==> src/rtl/sac_pkg.sv <==
// package: offsets, fields, resets and timing for the advanced control slice
package sac_pkg;

  // ==========================================================
  // register offsets
  localparam logic [7:0] SAC_ADDR_SPLIT   = 8'hBA;
  localparam logic [7:0] SAC_ADDR_IRQ_EN  = 8'hBB;
  localparam logic [7:0] SAC_ADDR_LC_STAT = 8'hBC;
  localparam logic [7:0] SAC_ADDR_PAUSE   = 8'hBD;
  localparam logic [7:0] SAC_ADDR_FIBER   = 8'hC0;
  localparam logic [7:0] SAC_ADDR_LDO     = 8'hC1;
  localparam logic [7:0] SAC_ADDR_VLAN    = 8'hC2;

  // ==========================================================
  // field positions
  localparam int SAC_SPLIT_SEL_BIT  = 7;
  localparam int SAC_LC_P12_BIT     = 7;
  localparam int SAC_LC_RSVD_HI     = 6;
  localparam int SAC_LC_RSVD_LO     = 3;
  localparam int SAC_LC_P3_BIT      = 2;
  localparam int SAC_LC_P2_BIT      = 1;
  localparam int SAC_LC_P1_BIT      = 0;
  localparam int SAC_PAUSE_EN_BIT   = 0;
  localparam int SAC_FIBER_P2_BIT   = 7;
  localparam int SAC_FIBER_P1_BIT   = 6;
  localparam int SAC_LDO_DIS_BIT    = 6;
  localparam int SAC_VLAN_P1P2_BIT  = 5;
  localparam int SAC_VLAN_P1P3_BIT  = 4;

  // ==========================================================
  // reset values
  localparam logic       SAC_SPLIT_SEL_RST = 1'b1;
  localparam logic [6:0] SAC_SPLIT_RSVD    = 7'h01;
  localparam logic [7:0] SAC_IRQ_EN_RST    = 8'h00;
  localparam logic [7:0] SAC_LC_STAT_RST   = 8'h00;
  localparam logic [7:0] SAC_PAUSE_RST     = 8'h00;
  localparam logic [1:0] SAC_FIBER_RST     = 2'h0;
  localparam logic       SAC_LDO_RST       = 1'b0;
  localparam logic [1:0] SAC_VLAN_RST      = 2'h0;
  localparam logic [7:0] SAC_UNMAPPED_DATA = 8'h00;

  // ==========================================================
  // timing
  localparam int SAC_CLK_HZ             = 25_000_000;
  localparam int SAC_PAUSE_LIMIT_MS     = 160;
  localparam int SAC_PAUSE_LIMIT_CYCLES = SAC_PAUSE_LIMIT_MS * (SAC_CLK_HZ / 1000);

  // ==========================================================
  // port three egress scheduling modes
  typedef enum logic [1:0]
  {
    SAC_SCHED_STRICT = 2'b00,
    SAC_SCHED_W8421  = 2'b01,
    SAC_SCHED_W21    = 2'b10,
    SAC_SCHED_MIXED  = 2'b11
  } sac_sched_t;

endpackage : sac_pkg

==> src/rtl/sac_regs.sv <==
// module: advanced control register slice with link change interrupt
// Overview of operation
// - Port three serves its queues by strict priority when all split select bits and the global selector are 0, and by 8:4:2:1 or 2:1 weights when the bits are 1.
// - The lowest-queue split select bit resets to 1 and its seven reserved low bits read as the value 1.
// - An eight-bit enable register, reset to zero, gates each link change status bit in the same position.
// - Status bit 7 sets on a link change of copper port one or two and holds until written with 1.
// - Status bit 2 sets on a link change of port three on its media-independent interface and clears on a write of 1.
// - Status bit 1 sets on a copper link change of port two; writing 1 clears it and writing 0 leaves it.
// - Status bit 0 sets on a link change of port one on either its copper or media-independent interface and clears on a write of 1.
// - With the limit enabled the block asks to invalidate flow control after 160 ms of continuous flow control; it resets disabled.
// - One bit per port one and two selects the fiber signal threshold, 1 for 2.0V and 0 for 1.2V, both reset to 0.
// - Bit 6 of the regulator register disables the internal 1.8V regulator when 1 and resets to 0.
// - Bit 5 inserts port one's default VLAN ID into untagged frames from port one leaving port two.
// - Bit 4 inserts port one's default VLAN ID into untagged frames from port one leaving port three.
module sac_regs
  import sac_pkg::*;
#(
  parameter int PAUSE_CYCLES = sac_pkg::SAC_PAUSE_LIMIT_CYCLES
) (
  input  wire logic               i_clk,
  input  wire logic               i_resetn,
  input  wire logic [7:0]         i_reg_addr,
  input  wire logic               i_reg_wr,
  input  wire logic [7:0]         i_reg_wdata,
  input  wire logic               i_reg_rd,
  output logic      [7:0]         o_reg_rdata,
  input  wire logic               i_port_one_link,
  input  wire logic               i_port_one_mii_link,
  input  wire logic               i_port_two_link,
  input  wire logic               i_port_three_mii_link,
  input  wire logic [2:0]         i_port_three_upper_split_sel,
  input  wire logic               i_global_sched_sel,
  input  wire logic               i_port_three_four_queues,
  input  wire logic               i_flow_ctrl_active,
  output logic                    o_link_irq_pin_n,
  output sac_pkg::sac_sched_t     o_port_three_sched,
  output logic                    o_pause_invalidate_req,
  output logic                    o_port_one_fiber_thr_high,
  output logic                    o_port_two_fiber_thr_high,
  output logic                    o_ldo_disable,
  output logic                    o_insert_vid_one_to_two,
  output logic                    o_insert_vid_one_to_three
);
  import sac_pkg::*;

  // ==========================================================
  // storage
  logic       split_sel_reg;
  logic [7:0] irq_en_reg;
  logic [7:0] lc_stat_reg;
  logic [7:0] lc_stat_next;
  logic [7:0] pause_reg;

  // ==========================================================
  // address decode
  wire wr_split = i_reg_wr && (i_reg_addr == SAC_ADDR_SPLIT);
  wire wr_irq   = i_reg_wr && (i_reg_addr == SAC_ADDR_IRQ_EN);
  wire wr_stat  = i_reg_wr && (i_reg_addr == SAC_ADDR_LC_STAT);
  wire wr_pause = i_reg_wr && (i_reg_addr == SAC_ADDR_PAUSE);
  wire wr_fiber = i_reg_wr && (i_reg_addr == SAC_ADDR_FIBER);
  wire wr_ldo   = i_reg_wr && (i_reg_addr == SAC_ADDR_LDO);
  wire wr_vlan  = i_reg_wr && (i_reg_addr == SAC_ADDR_VLAN);

  // ==========================================================
  // link change events
  logic [3:0] link_chg;

  sac_link_edge #(
    .W (4)
  ) u_link_edge (
    .i_clk    (i_clk),
    .i_resetn (i_resetn),
    .i_level  ({i_port_three_mii_link, i_port_two_link, i_port_one_mii_link, i_port_one_link}),
    .o_change (link_chg)
  );

  wire p1_chg = link_chg[0] | link_chg[1];
  wire p2_chg = link_chg[2];
  wire p3_chg = link_chg[3];

  logic [7:0] set_mask;
  always_comb
  begin
    set_mask                 = 8'h00;
    set_mask[SAC_LC_P12_BIT] = link_chg[0] | p2_chg;
    set_mask[SAC_LC_P3_BIT]  = p3_chg;
    set_mask[SAC_LC_P2_BIT]  = p2_chg;
    set_mask[SAC_LC_P1_BIT]  = p1_chg;
  end

  // ==========================================================
  // status next value
  // set beats a same-cycle write of one so no change is lost;
  // reserved bits just store what is written
  wire [7:0] clr_mask  = wr_stat ? i_reg_wdata : 8'h00;
  wire [7:0] evt_mask  = 8'h87;
  always_comb
  begin
    lc_stat_next = ((lc_stat_reg & ~clr_mask) | set_mask) & evt_mask;
    lc_stat_next[SAC_LC_RSVD_HI:SAC_LC_RSVD_LO] = wr_stat
      ? i_reg_wdata[SAC_LC_RSVD_HI:SAC_LC_RSVD_LO]
      : lc_stat_reg[SAC_LC_RSVD_HI:SAC_LC_RSVD_LO];
  end

  wire irq_active = |(lc_stat_reg & irq_en_reg);

  // ==========================================================
  // port three scheduling decode
  wire [3:0]  split_all = {i_port_three_upper_split_sel, split_sel_reg};
  sac_sched_t sched_next;
  always_comb
  begin
    if ((split_all == 4'h0) && !i_global_sched_sel)
      sched_next = SAC_SCHED_STRICT;
    else if (split_all == 4'hF)
      sched_next = i_port_three_four_queues ? SAC_SCHED_W8421 : SAC_SCHED_W21;
    else
      sched_next = SAC_SCHED_MIXED;
  end

  // ==========================================================
  // read mux
  // reserved fields read back their fixed values, except status bits 6:3 and pause bits 7:1, which read back what was last written
  logic [7:0] rd_mux;
  always_comb
  begin
    case (i_reg_addr)
      SAC_ADDR_SPLIT:   rd_mux = {split_sel_reg, SAC_SPLIT_RSVD};
      SAC_ADDR_IRQ_EN:  rd_mux = irq_en_reg;
      SAC_ADDR_LC_STAT: rd_mux = lc_stat_reg;
      SAC_ADDR_PAUSE:   rd_mux = pause_reg;
      SAC_ADDR_FIBER:   rd_mux = {o_port_two_fiber_thr_high, o_port_one_fiber_thr_high, 6'h00};
      SAC_ADDR_LDO:     rd_mux = {1'b0, o_ldo_disable, 6'h00};
      SAC_ADDR_VLAN:    rd_mux = {2'h0, o_insert_vid_one_to_two, o_insert_vid_one_to_three, 4'h0};
      default:          rd_mux = SAC_UNMAPPED_DATA;
    endcase
  end

  // ==========================================================
  // registers
  always_ff @(posedge i_clk or negedge i_resetn)
  begin
    if (!i_resetn)
    begin
      split_sel_reg <= SAC_SPLIT_SEL_RST;
      irq_en_reg    <= SAC_IRQ_EN_RST;
      lc_stat_reg   <= SAC_LC_STAT_RST;
      pause_reg     <= SAC_PAUSE_RST;
    end
    else
    begin
      lc_stat_reg <= lc_stat_next;
      if (wr_split)
        split_sel_reg <= i_reg_wdata[SAC_SPLIT_SEL_BIT];
      if (wr_irq)
        irq_en_reg <= i_reg_wdata;
      if (wr_pause)
        pause_reg <= i_reg_wdata;
    end
  end

  always_ff @(posedge i_clk or negedge i_resetn)
  begin
    if (!i_resetn)
    begin
      o_port_one_fiber_thr_high <= SAC_FIBER_RST[0];
      o_port_two_fiber_thr_high <= SAC_FIBER_RST[1];
      o_ldo_disable             <= SAC_LDO_RST;
      o_insert_vid_one_to_two   <= SAC_VLAN_RST[1];
      o_insert_vid_one_to_three <= SAC_VLAN_RST[0];
    end
    else
    begin
      if (wr_fiber)
      begin
        o_port_one_fiber_thr_high <= i_reg_wdata[SAC_FIBER_P1_BIT];
        o_port_two_fiber_thr_high <= i_reg_wdata[SAC_FIBER_P2_BIT];
      end
      if (wr_ldo)
        o_ldo_disable <= i_reg_wdata[SAC_LDO_DIS_BIT];
      if (wr_vlan)
      begin
        o_insert_vid_one_to_two   <= i_reg_wdata[SAC_VLAN_P1P2_BIT];
        o_insert_vid_one_to_three <= i_reg_wdata[SAC_VLAN_P1P3_BIT];
      end
    end
  end

  always_ff @(posedge i_clk or negedge i_resetn)
  begin
    if (!i_resetn)
    begin
      o_reg_rdata        <= 8'h00;
      o_link_irq_pin_n   <= 1'b1;
      o_port_three_sched <= SAC_SCHED_MIXED;
    end
    else
    begin
      if (i_reg_rd)
        o_reg_rdata <= rd_mux;
      o_link_irq_pin_n   <= !irq_active;
      o_port_three_sched <= sched_next;
    end
  end

  // ==========================================================
  // flow control limit
  sac_pause_timer #(
    .CYCLES (PAUSE_CYCLES)
  ) u_pause_timer (
    .i_clk            (i_clk),
    .i_resetn         (i_resetn),
    .i_enable         (pause_reg[SAC_PAUSE_EN_BIT]),
    .i_flow_active    (i_flow_ctrl_active),
    .o_invalidate_req (o_pause_invalidate_req)
  );

  // ==========================================================
  // checks
  property p_p12_sets;
    @(posedge i_clk) disable iff (!i_resetn)
      (link_chg[0] || link_chg[2]) |=> lc_stat_reg[SAC_LC_P12_BIT];
  endproperty
  a_p12_sets: assert property (p_p12_sets)
    else $error("copper link change did not set status bit 7");

  property p_p3_sets;
    @(posedge i_clk) disable iff (!i_resetn)
      link_chg[3] |=> lc_stat_reg[SAC_LC_P3_BIT];
  endproperty
  a_p3_sets: assert property (p_p3_sets)
    else $error("port three link change did not set status bit 2");

  property p_zero_write_keeps;
    @(posedge i_clk) disable iff (!i_resetn)
      (lc_stat_reg[SAC_LC_P2_BIT] && wr_stat && !i_reg_wdata[SAC_LC_P2_BIT])
        |=> lc_stat_reg[SAC_LC_P2_BIT];
  endproperty
  a_zero_write_keeps: assert property (p_zero_write_keeps)
    else $error("writing zero cleared status bit 1");

  property p_one_write_clears;
    @(posedge i_clk) disable iff (!i_resetn)
      (wr_stat && i_reg_wdata[SAC_LC_P1_BIT] && !p1_chg) |=> !lc_stat_reg[SAC_LC_P1_BIT];
  endproperty
  a_one_write_clears: assert property (p_one_write_clears)
    else $error("writing one did not clear status bit 0");

  property p_irq_follows;
    @(posedge i_clk) disable iff (!i_resetn)
      ##1 (o_link_irq_pin_n == !$past(|(lc_stat_reg & irq_en_reg)));
  endproperty
  a_irq_follows: assert property (p_irq_follows)
    else $error("interrupt pin disagrees with enabled status");

  property p_enable_write;
    @(posedge i_clk) disable iff (!i_resetn)
      wr_irq |=> (irq_en_reg == $past(i_reg_wdata));
  endproperty
  a_enable_write: assert property (p_enable_write)
    else $error("interrupt enable register did not take the write");

  property p_split_read;
    @(posedge i_clk) disable iff (!i_resetn)
      (i_reg_rd && i_reg_addr == SAC_ADDR_SPLIT) |=> (o_reg_rdata[6:0] == SAC_SPLIT_RSVD);
  endproperty
  a_split_read: assert property (p_split_read)
    else $error("split reserved bits did not read as one");

  property p_weighted;
    @(posedge i_clk) disable iff (!i_resetn)
      (split_all == 4'hF && i_port_three_four_queues) |=> (o_port_three_sched == SAC_SCHED_W8421);
  endproperty
  a_weighted: assert property (p_weighted)
    else $error("all split bits set but 8:4:2:1 not selected");

  property p_ldo_write;
    @(posedge i_clk) disable iff (!i_resetn)
      wr_ldo |=> (o_ldo_disable == $past(i_reg_wdata[SAC_LDO_DIS_BIT]));
  endproperty
  a_ldo_write: assert property (p_ldo_write)
    else $error("regulator disable did not follow bit 6");

  property p_vlan_write;
    @(posedge i_clk) disable iff (!i_resetn)
      wr_vlan |=> (o_insert_vid_one_to_two == $past(i_reg_wdata[SAC_VLAN_P1P2_BIT]))
               && (o_insert_vid_one_to_three == $past(i_reg_wdata[SAC_VLAN_P1P3_BIT]));
  endproperty
  a_vlan_write: assert property (p_vlan_write)
    else $error("vlan insert controls did not take the write");

  property p_fiber_write;
    @(posedge i_clk) disable iff (!i_resetn)
      wr_fiber |=> (o_port_one_fiber_thr_high == $past(i_reg_wdata[SAC_FIBER_P1_BIT]))
                && (o_port_two_fiber_thr_high == $past(i_reg_wdata[SAC_FIBER_P2_BIT]));
  endproperty
  a_fiber_write: assert property (p_fiber_write)
    else $error("fiber threshold selects did not take the write");

  property p_split_write;
    @(posedge i_clk) disable iff (!i_resetn)
      wr_split |=> (split_sel_reg == $past(i_reg_wdata[SAC_SPLIT_SEL_BIT]));
  endproperty
  a_split_write: assert property (p_split_write)
    else $error("split select bit did not take the write");

endmodule : sac_regs

==> src/rtl/sac_link_edge.sv <==
// module: link level synchroniser and change detector, one lane per link
module sac_link_edge #(
  parameter int W = 4
) (
  input  wire logic         i_clk,
  input  wire logic         i_resetn,
  input  wire logic [W-1:0] i_level,
  output logic      [W-1:0] o_change
);
  import sac_pkg::*;

  logic [W-1:0] meta_reg;
  logic [W-1:0] sync_reg;
  logic [W-1:0] prev_reg;

  // ==========================================================
  // per-lane sync and edge
  // a link already up at reset shows as one change after release
  genvar g;
  generate
    for (g = 0; g < W; g++)
    begin : g_lane
      always_ff @(posedge i_clk or negedge i_resetn)
      begin
        if (!i_resetn)
        begin
          meta_reg[g] <= 1'b0;
          sync_reg[g] <= 1'b0;
          prev_reg[g] <= 1'b0;
          o_change[g] <= 1'b0;
        end
        else
        begin
          meta_reg[g] <= i_level[g];
          sync_reg[g] <= meta_reg[g];
          prev_reg[g] <= sync_reg[g];
          o_change[g] <= sync_reg[g] ^ prev_reg[g];
        end
      end
    end
  endgenerate

  // ==========================================================
  // checks
  property p_change_follows_edge;
    @(posedge i_clk) disable iff (!i_resetn)
      (sync_reg != prev_reg) |=> (o_change == $past(sync_reg ^ prev_reg));
  endproperty
  a_change_follows_edge: assert property (p_change_follows_edge)
    else $error("link change pulse does not match the synchronised edge");

endmodule : sac_link_edge

==> src/rtl/sac_pause_timer.sv <==
// module: continuous flow control limit timer
module sac_pause_timer #(
  parameter int CYCLES = 4_000_000
) (
  input  wire logic i_clk,
  input  wire logic i_resetn,
  input  wire logic i_enable,
  input  wire logic i_flow_active,
  output logic      o_invalidate_req
);
  import sac_pkg::*;

  localparam int CW = $clog2(CYCLES + 1);
  localparam logic [CW-1:0] LAST = CW'(CYCLES - 1);

  logic [CW-1:0] count_reg;
  wire           running = i_enable && i_flow_active;
  wire           at_last = (count_reg == LAST);

  // ==========================================================
  // counter
  // any break in flow control restarts the full wait
  always_ff @(posedge i_clk or negedge i_resetn)
  begin
    if (!i_resetn)
    begin
      count_reg        <= '0;
      o_invalidate_req <= 1'b0;
    end
    else if (!running)
    begin
      count_reg        <= '0;
      o_invalidate_req <= 1'b0;
    end
    else if (at_last)
    begin
      o_invalidate_req <= 1'b1;
    end
    else
    begin
      count_reg <= count_reg + CW'(1);
    end
  end

  // ==========================================================
  // checks
  property p_no_req_when_off;
    @(posedge i_clk) disable iff (!i_resetn)
      !i_enable |=> !o_invalidate_req;
  endproperty
  a_no_req_when_off: assert property (p_no_req_when_off)
    else $error("flow control invalidate requested while limit disabled");

  property p_req_after_full_wait;
    @(posedge i_clk) disable iff (!i_resetn)
      $rose(o_invalidate_req) |-> ($past(count_reg) == LAST) && $past(running);
  endproperty
  a_req_after_full_wait: assert property (p_req_after_full_wait)
    else $error("invalidate request came before the full wait");

endmodule : sac_pause_timer

==> config.mk <==
export PLATFORM = sky130hd
export DESIGN_NAME = sac_regs
export DESIGN_NICKNAME = d
export VERILOG_FILES = /design/src/rtl/sac_pkg.sv /design/src/rtl/sac_regs.sv /design/src/rtl/sac_link_edge.sv /design/src/rtl/sac_pause_timer.sv
export SDC_FILE = /design/constraint.sdc
export NUM_CORES = 1
export LEC_CHECK = 0
export ABC_AREA = 1
export ABC_CLOCK_PERIOD_IN_PS = 2810
export BUFFER_PORTS_ARGS = -buffer_cell sky130_fd_sc_hd__buf_2
export CORE_ASPECT_RATIO = 0.6
export CORE_MARGIN = 5
export CORE_UTILIZATION = 55
export CTS_BUF_LIST = sky130_fd_sc_hd__clkbuf_4
export CTS_CLUSTER_SIZE = 12
export DETAILED_ROUTE_END_ITERATION = 10
export PLACE_DENSITY_LB_ADDON = 0.25
export SKIP_CTS_REPAIR_TIMING = 1
export SYNTH_ARGS = -nofsm -noshare
export SYNTH_HDL_FRONTEND = slang
export SYNTH_SLANG_ARGS = --single-unit
==> constraint.sdc <==
create_clock -name i_clk -period 2.81 [get_ports i_clk]
set_clock_uncertainty 0.2 [all_clocks]
set_input_delay 0.4215 -clock i_clk [delete_from_list [all_inputs] [get_ports i_clk]]
set_output_delay 0.4215 -clock i_clk [all_outputs]
set_load 0.005 [all_outputs]
=== Yosys cells after proc, flatten, opt, wreduce, memory -nomap -nowiden ===
Index checks and enable logic that the tools add are counted.

* Bits in registers: 80
* Input port bits: 30
* Output and inout bits: 17
* Word-level logic and storage cells: 75

* $add $sub $neg: 1
* Equal/unequal tests: 11
* Mux-type cells: 9
* Bitwise gates (word level): 10
* Reductions and logical operators: 13

{| class="wikitable"
|+ Operators by type and width
! kind !! number
|-
| 8-bit == test, second input constant || 7
|-
| 8-bit one-hot mux with 7 select lines || 1
|-
| 22-bit 2-to-1 mux || 2
|-
| 22-bit by 1-bit adder with 22-bit output, second input constant || 1
|-
| 22-bit == test, second input constant || 1
|-
| 8-bit bitwise AND || 2
|-
| 1-bit logical AND || 9
|-
| 8-bit 2-to-1 mux || 1
|-
| 8-bit inverter || 1
|-
| 8-bit OR || 1
|-
| 8-bit OR reduction || 1
|-
| 2-bit 2-to-1 mux || 3
|-
| 4-bit == test, second input constant || 1
|-
| 4-bit zero test || 1
|-
| 2-bit inequality test, second input constant || 2
|-
| 1-bit XOR || 4
|-
| 1-bit zero test || 2
|-
| 1-bit 2-to-1 mux || 2
|-
| 1-bit OR || 2
|}

=== Depth between registers and ports, before layout ===
Gate-level depths: netlist (run 1).

* Word-level depth: 6
* Gate-level depth with buffers: 9
* Mapped depth without buffers: 9

=== Cells and area by module ===
A second synthesis (run 1) with hierarchy kept.

* Cell total of the unflattened synthesis: 515
* Area, all modules: 4090.2 um2

{| class="wikitable"
|+ Modules (own cells, without submodules)
! module !! times used !! cells an instance !! area each (um2) !! sequential area each (um2)
|-
| sac_regs || 1 || 257 || 2113.3 || 1031.0
|-
| sac_pause_timer || 1 || 222 || 1501.4 || 575.6
|-
| sac_link_edge || 1 || 36 || 475.5 || 400.4
|}

=== Least setup slack after synthesis (run 1) ===
Ideal clock, no wire load.

* Path type: register to register
* Start: register u_pause_timer.count_reg[0]
* End: register u_pause_timer.count_reg[8]
* Library setup time: 114 ps
* Arrival time: 1240 ps
* Required time: 2496 ps
* Slack: 1255 ps
* Cell stages (with the launch flop): 9
* Path buffers: 0
* Period minus slack after synthesis: 1555 ps
* Path through: dfrtp_1 -> ha_1 -> nand2_2 -> nor2_4 -> nand2_2 -> nor2_2 -> nand3_2 -> nand2_1 -> inv_1

* Word-level cells in the longest chain between the ends: 3
* Elaborated cells on any way between the ends: 5
* Classes of those cells: add/sub: 1; eq/ne: 2; mux: 2

{| class="wikitable"
|+ Ends and longest elaborated chain
! what !! line !! text
|-
| from (decl) || sac_pause_timer.sv:16 || <nowiki>logic [CW-1:0] count_reg;</nowiki>
|-
| from (signal assigned) || sac_pause_timer.sv:41 || <nowiki>count_reg <= count_reg + CW'(1);</nowiki>
|-
| 22-bit by 1-bit adder with 22-bit output || sac_pause_timer.sv:41 ||
|-
| 22-bit 2-to-1 mux || sac_pause_timer.sv:35 || <nowiki>else if (at_last)</nowiki>
|-
| 22-bit 2-to-1 mux || sac_pause_timer.sv:30 || <nowiki>else if (!running)</nowiki>
|}

Parallel ways exist; a longest one is shown, timed or not. The select of a mux whose other input is x is not followed.
A chain may end at the register's enable or synchronous reset.

=== Worst setup path in the final report (run 1) ===
* Start: register u_pause_timer.count_reg[1]
* End: register u_pause_timer.count_reg[12]

The elaborated chain is that of the path after synthesis.

==> results.yml, run 1 <==
place:
  dp_hpwl_um: 6725
  port_buffers: 46
  gp_congestion: 0.9469
logic_synthesis:
  ys_ff_latch: 80
  synth_top_area_share_pct: 49.08
  synth_fp_nets: 494
  synth-main-ff-cell: "dfrtp_1"
  synth_area_leader_cell: "dfrtp_1"
  yosysMostFrequentCell: "nand2_1"
  synthArstFlopShare_pct: 100.0
  syn_avg_cell_area_um2: 8.369
  yosysSeqAreaShare_pct: 51.79
  synth_cell_types: 35
  synth_commonest_cells: "nand2_1, dfrtp_1, inv_1"
  synthCells: 463
  synth_edf_count: 0
  netlist_area_mm2: 0.003875
  ys_warn_count: 0
  synth_area_leaders: "dfrtp_1, nand2_1, nand3_1, inv_1, nor2_1"
cts:
  cts_tree: "built"
  numCtsBuffers: 9
  cts_htree_levels: 3
  clockRootBuffer: "clkbuf_4"
  clk_latency_ns: 0.43
  clockBufferDepth: 2
  clkSinkCount: 80
  path_clk_slew_ns: 0.12
timing:
  fin_setup_tns_ns: 0
  hold_violations: 0
  grt_setup_unrepaired: "false"
  holdWs_ns: 0.03461
  max_freq_ghz: 0.5549
  fin_crit_sh_pct: 64.13
  min_period_ns: 1.802
  slew_headroom_pct: 65.17
  worst_pin_slew_ns: 0.5206
  setup_viol: 0
  slew_viol_final: 0
detailed_routing:
  first_pass_iters: 5
  via_per_inst: 5.263
  postRouteAntennaNets: 0
  drt_wl_total_um: 8916
  drt_iter0_markers: 287
  wl_per_cell_um: 14.47
  vias: 3242
  route.detailed.drc: 0
min_path:
  hp-class: "in -> reg"
critical_path:
  worstPathCellList: "ha_1 > nand2_2 > nor2_4 > nand2_2 > nor2_2 > nand2_1 > nand2_1 > nor3b_2"
  path_buf_inv: 0
  arrival_ns: 1.95
  cp.required_ns: 2.96
  cp_slowest_cell: "dfrtp_1"
  crit_type: "reg -> reg"
  crit_family: "simple AND/OR/NAND/NOR gates"
  max_stage_delay_ns: 0.44
  cp_max_fo: 4
  start_kind: "register"
  endpoint_kind: "register"
die:
  die_w_um: 118.4
  core_area_mm2: 0.006763
  start_util_pct: 57.30
  rows: 23
  die_h_um: 75.02
  io_pins: 47
  dieArea_mm2: 0.008879
flow_run:
  maxCapViolCount: 0
global_route:
  grt_pass1_wl_um: 14680
  grt_use_met3_pct: 7.057
  grt_busiest_layer: "met1"
  grt_max_degree: 42
  met2_usage_pct: 26.79
  met1_usage_pct: 34.08
  grt_pass1_vias: 2946
  antenna_found_initial: 0
  track_usage_pct: 21.37
  grt_remaining_overflow: 0
pwr:
  power_frac_seq_pct: 59.6
  power_switching_mw: 0.5023
  pwr-share-comb_pct: 7.3
  leakagePower_nw: 2.124
  internal_power_mw: 1.542
  power_switching_share_pct: 24.57
  clkPwrFrac_pct: 33.1
  p_per_area_mw_per_mm2: 462.8
  ir_worst_vdd_v: 0.0004019
outcome:
  outcome: "finished, final reports clean"
finish:
  largest_register_ffs: 22
  fin_nets: 555
  drive_above_1_share_pct: 20.04
  nFillCells: 586
  area_growth_pct: 13.98
  diodes: 0
metal layers:
metal | part of all wire [%] | vias to the layer above
met5 | 0 | -
met4 | 1.1 | 0
met3 | 10 | 10
met2 | 37 | 134
met1 | 52 | 1494
li1 | - | 1604
through the flow:
stage / cells / instance area [um^2] / worst slack (ns) / power (mW) / util (%)
5_1_grt: 616 / 4417 / 0.8808 / 2.151 / 65.31
3_5_place_dp: 591 / 4188 / 0.9362 / 1.380 / 61.92
6_report: 616 / 4417 / 1.008 / 2.044 / 65.31
2_1_floorplan: 463 / 3875 / 1.255 / 1.296 / -
4_1_cts: 607 / 4327 / 1.029 / 2.064 / 63.98
3_3_place_gp: 591 / 4188 / 0.9898 / 1.375 / 61.92
power by group through the flow:
| stage | Clock, mW | Combinational (mW) | Sequential [mW] |
|---|---|---|---|
| after floorplan | 0 | 0.0643 | 1.23 |
| after global placement | 0 | 0.136 | 1.24 |
| after detailed placement | 0 | 0.140 | 1.24 |
| after CTS | 0.705 | 0.141 | 1.22 |
| after global routing | 0.759 | 0.169 | 1.22 |
| final | 0.677 | 0.149 | 1.22 |
placed cells by master (no fill, tap or decap), types with 2 or more instances in the layout:
master         count
a21oi_1            4
nand4_1            8
o211ai_1           2
dlygate4sd3_1      9
nor2_2             6
nand2_1          117
clkbuf_4          11
o21ai_0           31
nand3b_1           2
o21a_1             3
nor3_1             4
or2_2              4
xor2_1             9
nor2_1            47
buf_4              4
o21ai_2            7
nor3b_2            2
nor2_4             4
o21ai_1            2
dfrtp_1           76
nand3_2            3
dfstp_2            4
nand3_1           44
inv_1             57
buf_2             45
nand2_2            9
cell type report:
type                       count  area (um^2)  share of cell area, %
clock buffer                  11        82.58                  1.870
clock inverter                 5        56.30                  1.275
inverter                      57        214.0                  4.844
multi-input combinational    317         1583                  35.84
sequential                    80         2007                  45.44
tap                           87        108.9                  2.465
timing repair buffer          59        365.4                  8.272
worst register-to-register path: cells and delay by family, from the launching register on:
kind	cells	cell delay, ns
and+or+nand+nor	7	0.86
adders and majority gates	1	0.22
DFF	1	0.44
cell families (layout without fill, tap and decap cells):
logic type,count (synthesis),in the layout,synth area share [%]
adder cells (fa/ha/maj),1,1,0.3228
XOR/XNOR,9,9,2.034
buffers and inverters,66,132,7.362
AND/OR/NAND/NOR,254,254,30.45
flip-flops,80,80,51.79
AO/OA/AOI/OAI,53,53,8.040
final timing paths:
kind	to	start	slack, ns	cells past startpoint
worst min register to register	u_link_edge.sync_reg[1]$_DFF_PN0_	u_link_edge.meta_reg[1]$_DFF_PN0_	0.16	0
max in group asynchronous	split_sel_reg$_DFFE_PN1P_	i_resetn	1.44	3
worst min-delay path	irq_en_reg[3]$_DFFE_PN0P_	i_reg_wdata[3]	0.03	3
worst max-delay path	u_pause_timer.count_reg[12]$_DFFE_PN0P_	u_pause_timer.count_reg[1]$_DFFE_PN0P_	1.01	8
min in group asynchronous	lc_stat_reg[4]$_DFFE_PN0N_	i_resetn	0.30	2
worst max register to register	u_pause_timer.count_reg[12]$_DFFE_PN0P_	u_pause_timer.count_reg[1]$_DFFE_PN0P_	1.01	8
Note: power is estimated with default switching activity, not from simulation.
==> inputs of run 2 (changes only) <==
--- a/config.mk
+++ b/config.mk
@@ -6,7 +6,7 @@
 export NUM_CORES = 1
 export LEC_CHECK = 0
 export ABC_AREA = 1
-export ABC_CLOCK_PERIOD_IN_PS = 2810
+export ABC_CLOCK_PERIOD_IN_PS = 1900
 export BUFFER_PORTS_ARGS = -buffer_cell sky130_fd_sc_hd__buf_2
 export CORE_ASPECT_RATIO = 0.6
 export CORE_MARGIN = 5
==> constraint.sdc (replaced) <==
create_clock -name i_clk -period 1.9 [get_ports i_clk]
set_clock_uncertainty 0.2 [all_clocks]
set_input_delay 0.285 -clock i_clk [delete_from_list [all_inputs] [get_ports i_clk]]
set_output_delay 0.285 -clock i_clk [all_outputs]
set_load 0.005 [all_outputs]
==> results.yml, run 2 (synthesis gave the netlist of run 1 again) <==
critical_path:
  start_kind: "register"
  arrival_ns: 1.93
  crit_type: "reg -> reg"
  reg2reg_depth: 6
  endpoint_kind: "register"
  cp_max_fo: 4
  cp.required_ns: 2.05
pwr:
  pwr-share-comb_pct: 7.8
  ir_worst_vdd_v: 0.0005740
  power_switching_share_pct: 24.55
  power_mw: 3.008
  internal_power_mw: 2.270
  leakagePower_nw: 2.191
  power_switching_mw: 0.7385
  p_per_area_mw_per_mm2: 659.2
  power_frac_seq_pct: 59.8
  clkPwrFrac_pct: 32.4
timing:
  holdWs_ns: -0.007873
  hold_violations: 1
  setup_viol: 0
  worst_pin_slew_ns: 0.4158
  min_period_ns: 1.779
  max_freq_ghz: 0.5620
  slew_viol_final: 0
  fin_crit_sh_pct: 93.64
  slew_headroom_pct: 71.99
finish:
  multiInputGateArea_mm2: 0.001595
  seqCellArea_mm2: 0.002007
  drive_above_1_share_pct: 21.51
  nFillCells: 542
  area_growth_pct: 17.76
  final_cell_count_no_fill: 631
  layout_common_cells: "nand2_1, dfrtp_1, inv_1, nor2_1, buf_2"
  fin_nets: 570
  final_common_cell: "nand2_1"
  diodes: 0
  largest_register_ffs: 22
die:
  die_h_um: 75.02
  io_pins: 47
  die_w_um: 118.4
  dieArea_mm2: 0.008879
  core_area_mm2: 0.006763
  start_util_pct: 57.30
  rows: 23
detailed_routing:
  drt_iter0_markers: 411
  route.detailed.drc: 0
  via_per_inst: 5.230
  drt_wl_total_um: 8936
  wl_per_cell_um: 14.16
  postRouteAntennaNets: 0
  first_pass_iters: 5
  vias: 3300
global_route:
  track_usage_pct: 21.73
  antenna_found_initial: 0
  grt_pass1_wl_um: 14960
  grt_pass1_vias: 3024
  grt_max_degree: 36
  grt_remaining_overflow: 0
cts:
  cts_htree_levels: 3
  clockBufferDepth: 2
  clockRootBuffer: "clkbuf_4"
  path_clk_slew_ns: 0.12
  numCtsBuffers: 9
  clk_latency_ns: 0.43
  cts_tree: "built"
  clkSinkCount: 80
min_path:
  hp-class: "in -> reg"
  hold_depth: 3
place:
  gp_congestion: 0.9465
  dp_hpwl_um: 6739
  port_buffers: 46
  place_inst: 598
flow_run:
  maxCapViolCount: 0
outcome:
  outcome: "finished with violations"
  violations: "hold timing"
-- run 2: cell count changes in the layout (fill, tap and decap cells not counted), sizes merged --
| cell | previous run | this run |
|---|---|---|
| buf | 50 | 60 |
| dlygate4sd3 | 9 | 14 |
| clkbuf | 11 | 10 |
| clkinv | 3 | 4 |
| clkinvlp | 0 | 1 |
| inv | 58 | 57 |
-- run 2: critical path, cell delays in order, from the launching register on --
cell and delay [ns]:
dfrtp_1 0.48, ha_4 0.18, nand2_2 0.07, nor2_4 0.13
nand2_2 0.11, nand3b_1 0.30, a31oi_1 0.24
-- run 2: worst paths after layout --
path	startpoint	to	slack (ns)
max	u_pause_timer.count_reg[0]$_DFFE_PN0P_	u_pause_timer.count_reg[4]$_DFFE_PN0P_	0.12
min reg2reg	u_link_edge.meta_reg[3]$_DFF_PN0_	u_link_edge.sync_reg[3]$_DFF_PN0_	0.16
max in group asynchronous	i_resetn	split_sel_reg$_DFFE_PN1P_	0.84
max reg2reg	u_pause_timer.count_reg[0]$_DFFE_PN0P_	u_pause_timer.count_reg[4]$_DFFE_PN0P_	0.12
min in group asynchronous	i_resetn	irq_en_reg[7]$_DFFE_PN0P_	0.09
min	i_reg_wdata[7]	split_sel_reg$_DFFE_PN1P_	-0.008
-- run 2: through the flow --
stage,TNS [ns],setup WS [ns],instance area (um^2),utilization [%]
5_1_grt,-0.001938,-0.001938,4563,67.47
6_report,0,0.1208,4563,67.47
2_1_floorplan,0,0.3454,3875,-
3_3_place_gp,0,0.1209,4253,62.89
3_5_place_dp,0,0.1222,4253,62.89
4_1_cts,0,0.1026,4388,64.88
-- run 2: layout make-up --
cell class / instances / area share, %
sequential: 80 / 43.98
multi-input combinational: 317 / 34.96
timing repair buffer: 74 / 11.02
inverter: 57 / 4.689
tap: 87 / 2.386
clock buffer: 10 / 1.645
clock inverter: 6 / 1.316
-- run 2: routing by layer --
layer	global-route usage, %	vias up	wire length [um]
li1	-	1628	-
met1	34.68	1520	4662
met2	28.47	136	3306
met3	5.631	16	858
met4	6.743	0	108
met5	0	-	0
-- run 2: power by group through the flow --
stage / sequential [mW] / clock [mW] / combinational, mW
3_3_place_gp: 1.83 / 0 / 0.208
2_1_floorplan: 1.82 / 0 / 0.0951
4_1_cts: 1.80 / 1.01 / 0.214
3_5_place_dp: 1.83 / 0 / 0.213
6_report: 1.80 / 0.975 / 0.234
5_1_grt: 1.81 / 1.08 / 0.268
